File: src/shared/dpm_regs.vh
// dpm_regs.vh: register offsets, field positions and reset values
// assumes inclusion by the power-mode / dual-port input block files
`ifndef DPM_REGS_VH
`define DPM_REGS_VH

// control register indices (printed offsets); byte address = 4 * index
`define DPM_IDX_CTRL0      4'h0
`define DPM_IDX_CTRL1      4'h1
`define DPM_IDX_CTRL2      4'h2
`define DPM_IDX_CTRL3      4'h3
`define DPM_IDX_CTRL4      4'h4
`define DPM_IDX_STATUS     4'h5
`define DPM_IDX_MASK       4'h6
`define DPM_IDX_SAMPLE     4'h7

// field positions
`define DPM_BIT_SLEEP      3
`define DPM_BIT_PWRDN      4
`define DPM_BIT_ONEPORT    6
`define DPM_BIT_LOCK_CLK   0
`define DPM_BIT_CLKINV     4
`define DPM_BIT_CLK_SDO    7
`define DPM_BIT_PLL_ON     7
`define DPM_BIT_CLK_EN     0

// status / mask bits
`define DPM_ST_LOCK_RISE   0
`define DPM_ST_LOCK_FALL   1
`define DPM_ST_PD_EXIT     2
`define DPM_ST_FLUSHED     3

// reset values
`define DPM_RST_CTRL       8'h00
`define DPM_RST_CTRL3      8'h01

// flush after power-down, in cycles of the data-rate clock
`define DPM_FLUSH_WORDS    5'd16

`endif

File: src/hw/dpm_rate_div.v
// dpm_rate_div.v: divider making a one-cycle data-rate enable pulse
// assumes a single clock; divisor is sampled when the count wraps
`timescale 1ns/1ps

module dpm_rate_div #(
  parameter WIDTH = 8
) (
  input  wire             aclk,
  input  wire             aresetn,
  input  wire             run,
  input  wire [WIDTH-1:0] divisor,
  output reg              tick,
  output reg              phase
);

  reg [WIDTH-1:0] count;

  // count down; tick on wrap, phase is a clock image set on wrap and cleared once count <= divisor >> 1
  always @(posedge aclk) begin
    if (!aresetn || !run) begin
      count <= {WIDTH{1'b0}};
      tick  <= 1'b0;
      phase <= 1'b0;
    end else if (count == {WIDTH{1'b0}}) begin
      count <= divisor;
      tick  <= 1'b1;
      phase <= 1'b1;
    end else begin
      count <= count - {{(WIDTH-1){1'b0}}, 1'b1};
      tick  <= 1'b0;
      if (count <= (divisor >> 1))
        phase <= 1'b0;
    end
  end

endmodule // dpm_rate_div

File: src/hw/dpm_core.v
// dpm_core.v: power modes, two-port sample capture, clock/lock pin routing
// assumes an AXI4-Lite master on aclk and sample ports synchronous to aclk
`timescale 1ns/1ps
`include "dpm_regs.vh"

// Behaviour
// - Sleep and power-down are set by bits 3 and 4 of control register 0.
// - Sleep only turns off the output currents; the datapath keeps running.
// - Leaving sleep restores full operation with no settling delay.
// - Power-down stops all datapath logic but the register port still works.
// - Sample inputs are taken as two independent ports; the one-port setting captures nothing.
// - In two-port mode both port words are captured on each data-rate edge.
// - In two-port mode the data-rate clock can be driven out to the source.
// - The exported clock goes to the shared clock/lock pin or serial-out pin.
// - With the PLL on, the shared pin may instead show the PLL lock state.
// - With the PLL off, register 3 bit 7 picks which pin carries the clock.
// - With the PLL on, register 1 bit 0 picks lock indicator or clock.
module dpm_core #(
  parameter DW       = 14,
  parameter DIVW     = 8,
  parameter [7:0] ID = 8'h5a  // arbitrary identity value
) (
  input  wire            aclk,
  input  wire            aresetn,
  input  wire [5:0]      s_axi_awaddr,
  input  wire            s_axi_awvalid,
  output wire            s_axi_awready,
  input  wire [31:0]     s_axi_wdata,
  input  wire [3:0]      s_axi_wstrb,
  input  wire            s_axi_wvalid,
  output wire            s_axi_wready,
  output reg  [1:0]      s_axi_bresp,
  output reg             s_axi_bvalid,
  input  wire            s_axi_bready,
  input  wire [5:0]      s_axi_araddr,
  input  wire            s_axi_arvalid,
  output wire            s_axi_arready,
  output reg  [31:0]     s_axi_rdata,
  output reg  [1:0]      s_axi_rresp,
  output reg             s_axi_rvalid,
  input  wire            s_axi_rready,
  input  wire [DW-1:0]   port1_data,
  input  wire [DW-1:0]   port2_data,
  input  wire            pll_locked,
  input  wire [DIVW-1:0] rate_divisor,
  output reg  [DW-1:0]   chan_i,
  output reg  [DW-1:0]   chan_q,
  output reg             sample_valid,
  output reg             dac_current_on,
  output reg             datapath_on,
  output reg             shared_clock_or_lock_pin,
  output reg             shared_clock_or_lock_oe,
  output reg             sdo_out,
  output reg             sdo_oe,
  output wire            irq
);

  reg [7:0]  ctrl0;
  reg [7:0]  ctrl1;
  reg [7:0]  ctrl2;
  reg [7:0]  ctrl3;
  reg [7:0]  ctrl4;
  reg [3:0]  status;
  reg [3:0]  mask;
  reg        aw_held;
  reg        w_held;
  reg [5:0]  aw_addr;
  reg [31:0] w_data;
  reg [3:0]  w_strb;
  reg        lock_q;
  reg        pd_q;
  reg [4:0]  flush_cnt;
  reg        flush_busy;
  reg [3:0]  ev;
  reg [31:0] next_rdata;
  reg        next_rerr;

  wire       sleep_on  = ctrl0[`DPM_BIT_SLEEP];
  wire       pd_on     = ctrl0[`DPM_BIT_PWRDN];
  wire       one_port  = ctrl2[`DPM_BIT_ONEPORT];
  wire       pll_on    = ctrl4[`DPM_BIT_PLL_ON];
  wire       clk_to_sdo = ctrl3[`DPM_BIT_CLK_SDO];
  wire       clk_export = ctrl3[`DPM_BIT_CLK_EN];
  wire       do_write  = aw_held && w_held && !s_axi_bvalid;
  wire [3:0] widx      = aw_addr[5:2];
  wire [3:0] ridx      = s_axi_araddr[5:2];
  wire       rd_take   = s_axi_arvalid && s_axi_arready;
  wire       tick;
  wire       phase;

  // rate divider runs unless powered down; sleep leaves it alone
  dpm_rate_div #(
    .WIDTH   (DIVW)
  ) u_div (
    .aclk    (aclk),
    .aresetn (aresetn),
    .run     (!pd_on),
    .divisor (rate_divisor),
    .tick    (tick),
    .phase   (phase)
  );

  // address and data are latched separately, so either may come first
  assign s_axi_awready = !aw_held;
  assign s_axi_wready  = !w_held;
  assign s_axi_arready = !s_axi_rvalid;

  // byte-lane write of an 8-bit register
  function [7:0] wr8;
    input [7:0]  old;
    input [31:0] d;
    input [3:0]  s;
    begin
      wr8 = s[0] ? d[7:0] : old;
    end
  endfunction

  // write channel and control registers; no reset path tied to power state
  always @(posedge aclk) begin
    if (!aresetn) begin
      aw_held <= 1'b0;
      w_held  <= 1'b0;
      aw_addr <= 6'h00;
      w_data  <= 32'h0000_0000;
      w_strb  <= 4'h0;
      s_axi_bvalid <= 1'b0;
      s_axi_bresp  <= 2'b00;
      ctrl0 <= `DPM_RST_CTRL;
      ctrl1 <= `DPM_RST_CTRL;
      ctrl2 <= `DPM_RST_CTRL;
      ctrl3 <= `DPM_RST_CTRL3;
      ctrl4 <= `DPM_RST_CTRL;
      mask  <= 4'h0;
    end else begin
      if (s_axi_awvalid && !aw_held) begin
        aw_held <= 1'b1;
        aw_addr <= s_axi_awaddr;
      end
      if (s_axi_wvalid && !w_held) begin
        w_held <= 1'b1;
        w_data <= s_axi_wdata;
        w_strb <= s_axi_wstrb;
      end
      if (s_axi_bvalid && s_axi_bready)
        s_axi_bvalid <= 1'b0;
      if (do_write) begin
        aw_held      <= 1'b0;
        w_held       <= 1'b0;
        s_axi_bvalid <= 1'b1;
        s_axi_bresp  <= 2'b00;
        // registers stay writable in every power state
        case (widx)
          `DPM_IDX_CTRL0: ctrl0 <= wr8(ctrl0, w_data, w_strb);
          `DPM_IDX_CTRL1: ctrl1 <= wr8(ctrl1, w_data, w_strb);
          `DPM_IDX_CTRL2: ctrl2 <= wr8(ctrl2, w_data, w_strb);
          `DPM_IDX_CTRL3: ctrl3 <= wr8(ctrl3, w_data, w_strb);
          `DPM_IDX_CTRL4: ctrl4 <= wr8(ctrl4, w_data, w_strb);
          `DPM_IDX_MASK:  mask  <= w_strb[0] ? w_data[3:0] : mask;
          `DPM_IDX_STATUS: s_axi_bresp <= 2'b00;
          default:        s_axi_bresp <= 2'b10;
        endcase
      end
    end
  end

  // read mux; status and sample words show live block state
  always @* begin
    next_rdata = 32'h0000_0000;
    next_rerr  = 1'b0;
    case (ridx)
      `DPM_IDX_CTRL0:  next_rdata = {24'h000000, ctrl0};
      `DPM_IDX_CTRL1:  next_rdata = {24'h000000, ctrl1};
      `DPM_IDX_CTRL2:  next_rdata = {24'h000000, ctrl2};
      `DPM_IDX_CTRL3:  next_rdata = {24'h000000, ctrl3};
      `DPM_IDX_CTRL4:  next_rdata = {24'h000000, ctrl4};
      `DPM_IDX_STATUS: next_rdata = {ID, 16'h0000, lock_q, flush_busy,
                                     2'b00, status};
      `DPM_IDX_MASK:   next_rdata = {28'h0000000, mask};
      `DPM_IDX_SAMPLE: next_rdata = {2'b00, chan_q, 2'b00, chan_i};
      default:         next_rerr  = 1'b1;
    endcase
  end

  // read channel: answer one cycle after the address is taken
  always @(posedge aclk) begin
    if (!aresetn) begin
      s_axi_rvalid <= 1'b0;
      s_axi_rdata  <= 32'h0000_0000;
      s_axi_rresp  <= 2'b00;
    end else if (rd_take) begin
      s_axi_rvalid <= 1'b1;
      s_axi_rdata  <= next_rdata;
      s_axi_rresp  <= next_rerr ? 2'b10 : 2'b00;
    end else if (s_axi_rvalid && s_axi_rready) begin
      s_axi_rvalid <= 1'b0;
    end
  end

  // events: lock edges, power-down exit, filter flush complete
  always @* begin
    ev = 4'h0;
    ev[`DPM_ST_LOCK_RISE] = pll_on && pll_locked && !lock_q;
    ev[`DPM_ST_LOCK_FALL] = pll_on && !pll_locked && lock_q;
    ev[`DPM_ST_PD_EXIT]   = pd_q && !pd_on;
    ev[`DPM_ST_FLUSHED]   = flush_busy && tick && flush_cnt == 5'd1;
  end

  // sticky status; a read clears it but a same-cycle event still sets
  always @(posedge aclk) begin
    if (!aresetn) begin
      status <= 4'h0;
      lock_q <= 1'b0;
      pd_q   <= 1'b0;
    end else begin
      lock_q <= pll_locked;
      pd_q   <= pd_on;
      if (rd_take && ridx == `DPM_IDX_STATUS)
        status <= ev;
      else
        status <= status | ev;
    end
  end

  assign irq = |(status & mask);

  // count data-rate words after power-down so software sees the flush
  always @(posedge aclk) begin
    if (!aresetn) begin
      flush_cnt  <= 5'd0;
      flush_busy <= 1'b0;
    end else if (pd_on) begin
      flush_cnt  <= `DPM_FLUSH_WORDS;
      flush_busy <= 1'b1;
    end else if (flush_busy && tick) begin
      flush_cnt  <= flush_cnt - 5'd1;
      if (flush_cnt == 5'd1)
        flush_busy <= 1'b0;
    end
  end

  // capture both ports on each data-rate edge in two-port mode; frozen in power-down
  always @(posedge aclk) begin
    if (!aresetn) begin
      chan_i       <= {DW{1'b0}};
      chan_q       <= {DW{1'b0}};
      sample_valid <= 1'b0;
    end else if (pd_on) begin
      sample_valid <= 1'b0;
    end else if (tick && !one_port) begin
      chan_i       <= port1_data;
      chan_q       <= port2_data;
      sample_valid <= 1'b1;
    end else begin
      // one-port interleave lies outside this block; no samples there
      sample_valid <= 1'b0;
    end
  end

  // power controls: sleep drops only the output currents, at once
  always @(posedge aclk) begin
    if (!aresetn) begin
      dac_current_on <= 1'b0;
      datapath_on    <= 1'b0;
    end else begin
      dac_current_on <= !sleep_on && !pd_on;
      datapath_on    <= !pd_on;
    end
  end

  // pin routing for the exported clock and the lock indicator
  always @(posedge aclk) begin
    if (!aresetn) begin
      shared_clock_or_lock_pin <= 1'b0;
      shared_clock_or_lock_oe  <= 1'b0;
      sdo_out <= 1'b0;
      sdo_oe  <= 1'b0;
    end else begin
      shared_clock_or_lock_pin <= 1'b0;
      shared_clock_or_lock_oe  <= 1'b0;
      sdo_out <= 1'b0;
      sdo_oe  <= 1'b0;
      if (pll_on && !ctrl1[`DPM_BIT_LOCK_CLK]) begin
        // lock indicator replaces the clock on the selected pin
        if (clk_to_sdo) begin
          sdo_out <= pll_locked;
          sdo_oe  <= 1'b1;
        end else begin
          shared_clock_or_lock_pin <= pll_locked;
          shared_clock_or_lock_oe  <= 1'b1;
        end
      end else if (clk_export && !one_port && !pd_on) begin
        // inversion only flips the level, no other timing effect
        if (clk_to_sdo) begin
          sdo_out <= phase ^ ctrl2[`DPM_BIT_CLKINV];
          sdo_oe  <= 1'b1;
        end else begin
          shared_clock_or_lock_pin <= phase ^ ctrl2[`DPM_BIT_CLKINV];
          shared_clock_or_lock_oe  <= 1'b1;
        end
      end
    end
  end

endmodule // dpm_core

File: config.mk
export PLATFORM = sky130hd
export DESIGN_NAME = dpm_core
export DESIGN_NICKNAME = d
export VERILOG_FILES = /design/src/hw/dpm_rate_div.v /design/src/hw/dpm_core.v
export VERILOG_INCLUDE_DIRS = /design/src /design/src/shared
export SDC_FILE = /design/constraint.sdc
export NUM_CORES = 1
export LEC_CHECK = 0
export ABC_AREA = 1
export BUFFER_PORTS_ARGS = -buffer_cell sky130_fd_sc_hd__buf_2
export CORE_AREA = 2 2 78 155
export CTS_CLUSTER_DIAMETER = 60
export DETAILED_ROUTE_END_ITERATION = 8
export DIE_AREA = 0 0 80 157
export PLACE_DENSITY = 0.84
export RECOVER_POWER = 100
export SETUP_SLACK_MARGIN = 0.3
export SYNTH_ARGS = -nofsm -noshare
export SYNTH_HDL_FRONTEND = slang
export SYNTH_SLANG_ARGS = --single-unit
File: constraint.sdc
create_clock -name aclk -period 2.5 [get_ports aclk]
set_clock_uncertainty 0.05 [all_clocks]
set_input_delay 0 -clock aclk [delete_from_list [all_inputs] [get_ports aclk]]
set_output_delay 0 -clock aclk [all_outputs]
set_load 0.01 [all_outputs]
Word-level counts from Yosys, hierarchy flattened
Index checks and enable logic that the tools add are counted.

Register bits after elaboration: 156. Bits in latches: 0. RAM bits: 0. Bits in read-only memories: 0. Bits of input ports: 92. Logic and storage cells: 141. Memories: 0.

Add/subtract/negate cells: 2. $mul: 0. Divide/modulo/power cells: 0. $lt $le $gt $ge: 1. Eq/ne operators: 14. Shifts and indexed selects: 0. Multiplexer cells: 32. Bitwise gates (word level): 5. Reduce and logical (&&, ||, !) cells: 53.

Operators with widths (count): case mux 31 bit (8 select lines) (1); == test 4 x 3 -> 1 bit, second input constant (7); two-way mux 1 bit (25); logical AND 1 bit (20); AND reduction 3 bit (6); == test 4 x 2 -> 1 bit, second input constant (4); logical NOT 1 bit (11); two-way mux 5 bit (2); nonzero test 2 bit (5); == test 4 x 1 -> 1 bit, second input constant (2); <= comparator 8 x 7 -> 1 bit (1); logical NOT 4 bit (2); logical NOT 8 bit (1); two-way mux 8 bit (1); OR reduction 8 bit (1); subtractor 8 x 1 -> 8 bit, second input constant (1); OR reduction 7 bit (1); == test 5 x 1 -> 1 bit, second input constant (1); subtractor 5 x 1 -> 5 bit, second input constant (1); AND 4 bit (1); two-way mux 2 bit (2); two-way mux 4 bit (1); bitwise OR 4 bit (1); AND reduction 2 bit (2); 5 further kinds (7).

Depth between registers and ports, before layout
Depth after elaboration: 5. Gate-level depth with buffers: 10.

By module
From an unflattened synthesis, not the netlist that was laid out.

Cells, all modules: 874. Area total of the unflattened synthesis: 6436.2 sq um.

By module, submodules not included: dpm_core (times used 1, cells an instance 768, area an instance 5706.7 sq um); dpm_rate_div (times used 1, cells an instance 106, area an instance 729.4 sq um).

Least setup slack after synthesis
Ideal clock, no wire load.

Path type: register to register. Start point: register s_axi_bvalid. End point: register ctrl3[5]. Setup time: 0.119 ns. Data arrival time: 1.183 ns. Required time: 2.331 ns. Slack: 1.147 ns. Cell stages (with the launch flop): 8. Buffers on the path: 1. Period minus slack after synthesis: 1.353 ns. Cells stage by stage: dfxtp_1 inv_1 nand3_4 nor2_8 nand4_2 buf_2 o21ai_0 a21oi_1.

Word-level cells in the longest chain between the ends: 3.

Ends and longest elaborated chain: from (decl) (RTL line dpm_core.v:33) `output reg s_axi_bvalid,`; from (signal assigned) (RTL line dpm_core.v:126) `s_axi_bvalid <= 1'b0;`; from (signal assigned) (RTL line dpm_core.v:145) `s_axi_bvalid <= 1'b0;`; from (signal assigned) (RTL line dpm_core.v:149) `s_axi_bvalid <= 1'b1;`; logical NOT 1 bit (RTL line dpm_core.v:84) `wire do_write = aw_held && w_held && !s_axi_bvalid;`; logical AND 1 bit (RTL line dpm_core.v:84); AND reduction 3 bit (no line); to (signal assigned) (RTL line dpm_core.v:131) `` ctrl3 <= `DPM_RST_CTRL3; ``; to (signal assigned) (RTL line dpm_core.v:156) `` `DPM_IDX_CTRL3: ctrl3 <= wr8(ctrl3, w_data, w_strb); ``; to (decl) (RTL line dpm_core.v:61) `reg [7:0] ctrl3;`.

Every way passes these cells. A chain may end at the register's enable or synchronous reset.

Worst setup path after layout
Start point: register ctrl0[4]. End point: register chan_q[2].

Word-level cells in the longest chain between the ends: 2.

Ends and longest elaborated chain: from (decl) (RTL line dpm_core.v:58) `reg [7:0] ctrl0;`; from (signal assigned) (RTL line dpm_core.v:128) `` ctrl0 <= `DPM_RST_CTRL; ``; from (signal assigned) (RTL line dpm_core.v:153) `` `DPM_IDX_CTRL0: ctrl0 <= wr8(ctrl0, w_data, w_strb); ``; inverter 1 bit (no line); AND reduction 2 bit (no line); to (signal assigned) (RTL line dpm_core.v:245) `chan_q <= {DW{1'b0}};`; to (signal assigned) (RTL line dpm_core.v:251) `chan_q <= port2_data;`; to (decl) (RTL line dpm_core.v:47) `output reg [DW-1:0] chan_q,`.

Every way passes these cells.

==> impl_results.md <==
* Fin. max-slew vios at 0
* DRT Pass-1 Iters at 5
* Mapped Cells at 859
* Max frequency at 0.499 GHz
* TritonCTS buffer count at 17
* Global placement routability congestion at 0.877
* Req. time, crit path at 2.77 ns
* DP HPWL at 11.3 mm
* Post-synthesis simple-gate area fraction at 23.2%
* Final net count at 1136
* # placed instances at 1099
* Min Clock Period, post-route at 2.00 ns
* Main combinational cell family by area after synthesis: simple AND/OR/NAND/NOR gates
* Crit path capture type: flip-flop
* Core area at 11300 um^2
* Crit Path Category: reg -> reg
* Number of max-cap violations at 0
* Reg2Reg Launch Point: ctrl0[4]
* Mux cell area share after synthesis at 0%
* RSZ-0062 raised after global routing: no
* Sw frac at 30.5%
* Path length in cells of the critical path at 6
* WL final at 18.1 mm
* Clk pin slew, worst setup/hold paths at 0.06 ns
* Reg-to-reg endpoint: chan_q[2]
* CP cell instances: nor2_1, nand2_1, buf_4, inv_1, nor2_1, nor2_1
* Top-count cell post-synth: dfxtp_1
* Sequential power share at 42.1%
* Number of flops mapped to enable cells by yosys at 0
* WP buf/inv at 2
* Switching power at 2.06 mW
* Status: completed
* Share of layout cells above drive strength 1 at 10.8%
* I/O Buffers at 132
* Initial Util at 56.4%
* Filler cell count at 928
* Largest net degree at the start of global routing at 112
* CTS tree: built
* Min-delay src: aresetn
* Netlist cell types at 36
* H-tree depth at 4
* Final setup TNS at 0 ns
* Die Y at 157 um
* Synth top area share at 46.9%
* Complex-gate fraction of the synthesized area at 18.1%
* Most frequent CP cell: nor2_1
* Most used DFF post-synth: dfxtp_1
* Skew-Pair Late Insertion Delay at 0.42 ns
* Cell Pwr Density at 832 nW/um^2
* Pin slew with the least headroom to its limit at 0.946 ns
* Die Wd at 80 um
* Comb power frac at 19.4%
* Routed vias/inst at 5.42
* GR Overflow Total at 0
* Die area at 12600 um^2
* Rows at 55
* Via count of the first global-routing pass at 6262
* Adder-Cell Fraction of Synth Area at 2.16%
* Internal at 4.69 mW
* Clock root buffer: clkbuf_16
* Most instantiated cells after synthesis: dfxtp_1, nor2_1, nand2_1
* Clk network pwr share at 38.6%
* Critical Path Start: ctrl0[4]
* Final setup vio count at 0
* Hold_buf cts at 57
* Area of placed instances at 7040 um^2
* Final instance area at 8110 um^2
* Routed Antenna Nets at 0
* Post-synthesis cell area at 6360 um^2
* Largest cells by area after synthesis: dfxtp_1, o21ai_0, nor2_1
* Hold Slack at 0.00765 ns
* Worst rel slew slack at 36.9%
* FF/Latch Area at 2980 um^2
* Iter 0 DRT Violations at 431
* Synthesized area per cell at 7.41 um^2
* Cell family with most CP delay: buffers and inverters
* Peak supply drop at 527 uV
* Seq cells post-synth at 149
* Overall power at 6.74 mW
* Crit Path Max Fanout at 33
* IO Count at 169
* Period utilisation layout at 80.1%
* Leakage power at 3.45 nW
* CP endpoint: chan_q[2]
* Setup crit start kind: flip-flop
* First-pass GRT wire length at 29.0 mm
* Ys Warns at 0
* Tot GR Track Use at 29.3%
* Reg2reg setup slack at 0.50 ns
* CTS Buffer Depth at 2
* HP Class: in -> reg
* Worst Path Arrival at 2.28 ns
* Synth-to-layout area growth at 27.4%
* Initial antenna violation count at 1
* Final Hold Viols at 0
* CTS sink cnt at 149
* Wire length per cell at 15.2 um
* Final Instance Count excl. Fillers at 1189
* R2R cell count at 6
* Via count at 6442
* Worst path max stage delay at 0.67 ns
* Async SR Flop Fraction at 0%
* Post_cts resized at 0
* Post-CTS Setup Bufs at 0
* Synth area leader: dfxtp_1
* DRC at 0
* Post-synthesis xor/xnor area fraction at 0.413%
* Multi-input logic area at 2790 um^2
* Sequential area share after synthesis at 46.9%
* CP max-delay cell: inv_1
## state kept, by name, indices dropped and copies added, names as in the netlist, 4 cells and up
| register | flops |
|---|---|
| ctrl3 | 8 |
| w_data | 8 |
| mask | 4 |
| status | 4 |
| ctrl4 | 8 |
| ctrl1 | 8 |
| s_axi_rdata | 29 |
| aw_addr | 4 |
| ctrl0 | 8 |
| chan_q | 14 |
| chan_i | 14 |
| flush_cnt | 5 |
| ctrl2 | 8 |
| u_div.count | 8 |
## area by class of cell
cell class,instances,share of cell area (%)
diodes,1,0.0309
clock buffers,19,5.34
inverters,91,4.21
clock inverters,13,2.13
well taps,142,2.19
repair buffers,198,14.8
multi-input cells,576,34.4
flip-flops and latches,149,36.8
## worst reg2reg max path: stages, from the launching register on
cell,delay [ns]
dfxtp_1,0.35
nor2_1,0.15
nand2_1,0.08
buf_4,0.24
inv_1,0.67
nor2_1,0.16
nor2_1,0.21
## worst min path at each step
| stage | end | slack [ns] | depth (start not counted) |
|---|---|---|---|
| final | status[2] | 0.008 | 4 |
| after floorplan | lock_q | 0.08 | 2 |
| after detailed placement | aw_addr[5] | 0.18 | 3 |
| after CTS | status[2] | 0.0005 | 4 |
| after global routing | sample_valid | 0.02 | 4 |
| after global placement | aw_addr[5] | 0.17 | 3 |
## power groups by stage
| stage | registers (mW) | logic, mW | clock network [mW] |
|---|---|---|---|
| 2_1_floorplan | 2.90 | 0.774 | 0 |
| 3_3_place_gp | 2.86 | 1.19 | 0 |
| 3_5_place_dp | 2.87 | 1.23 | 0 |
| 4_1_cts | 2.82 | 1.31 | 2.63 |
| 5_1_grt | 2.86 | 1.47 | 2.73 |
| 6_report | 2.84 | 1.31 | 2.60 |
## through the flow
stage | utilization (%) | worst slack (ns)
floorplan | - | 1.15
global placement | 62.4 | 0.902
detailed placement | 62.4 | 0.851
CTS | 72.8 | 0.820
global route | 71.8 | 0.395
finish | 71.8 | 0.497
## logic make-up after synthesis
family | Yosys count
buffers and inverters | 138
xor gates and xnor gates | 3
AOI/OAI and AO/OA | 223
adders and majority gates | 11
other | 1
and+or+nand+nor | 334
DFF | 149
## cells in the final DEF (no fill, tap or decap), types with 8 or more instances in the layout
cell type,instances
dfxtp_1,149
nor2_1,132
nand2_1,116
o21ai_0,116
a21oi_1,91
inv_1,87
clkbuf_1,76
nand3_1,66
buf_2,59
dlygate4sd3_1,57
clkbuf_16,17
ha_1,11
buf_4,8
## layer usage
layer,track usage [%],vias up,routed length (um)
met5,0,-,0
li1,-,3148,-
met2,54.3,255,9820
met3,6.42,76,906
met4,18.2,0,1020
met1,28.3,2963,6370
No activity file was read; power rests on OpenSTA's default activity.
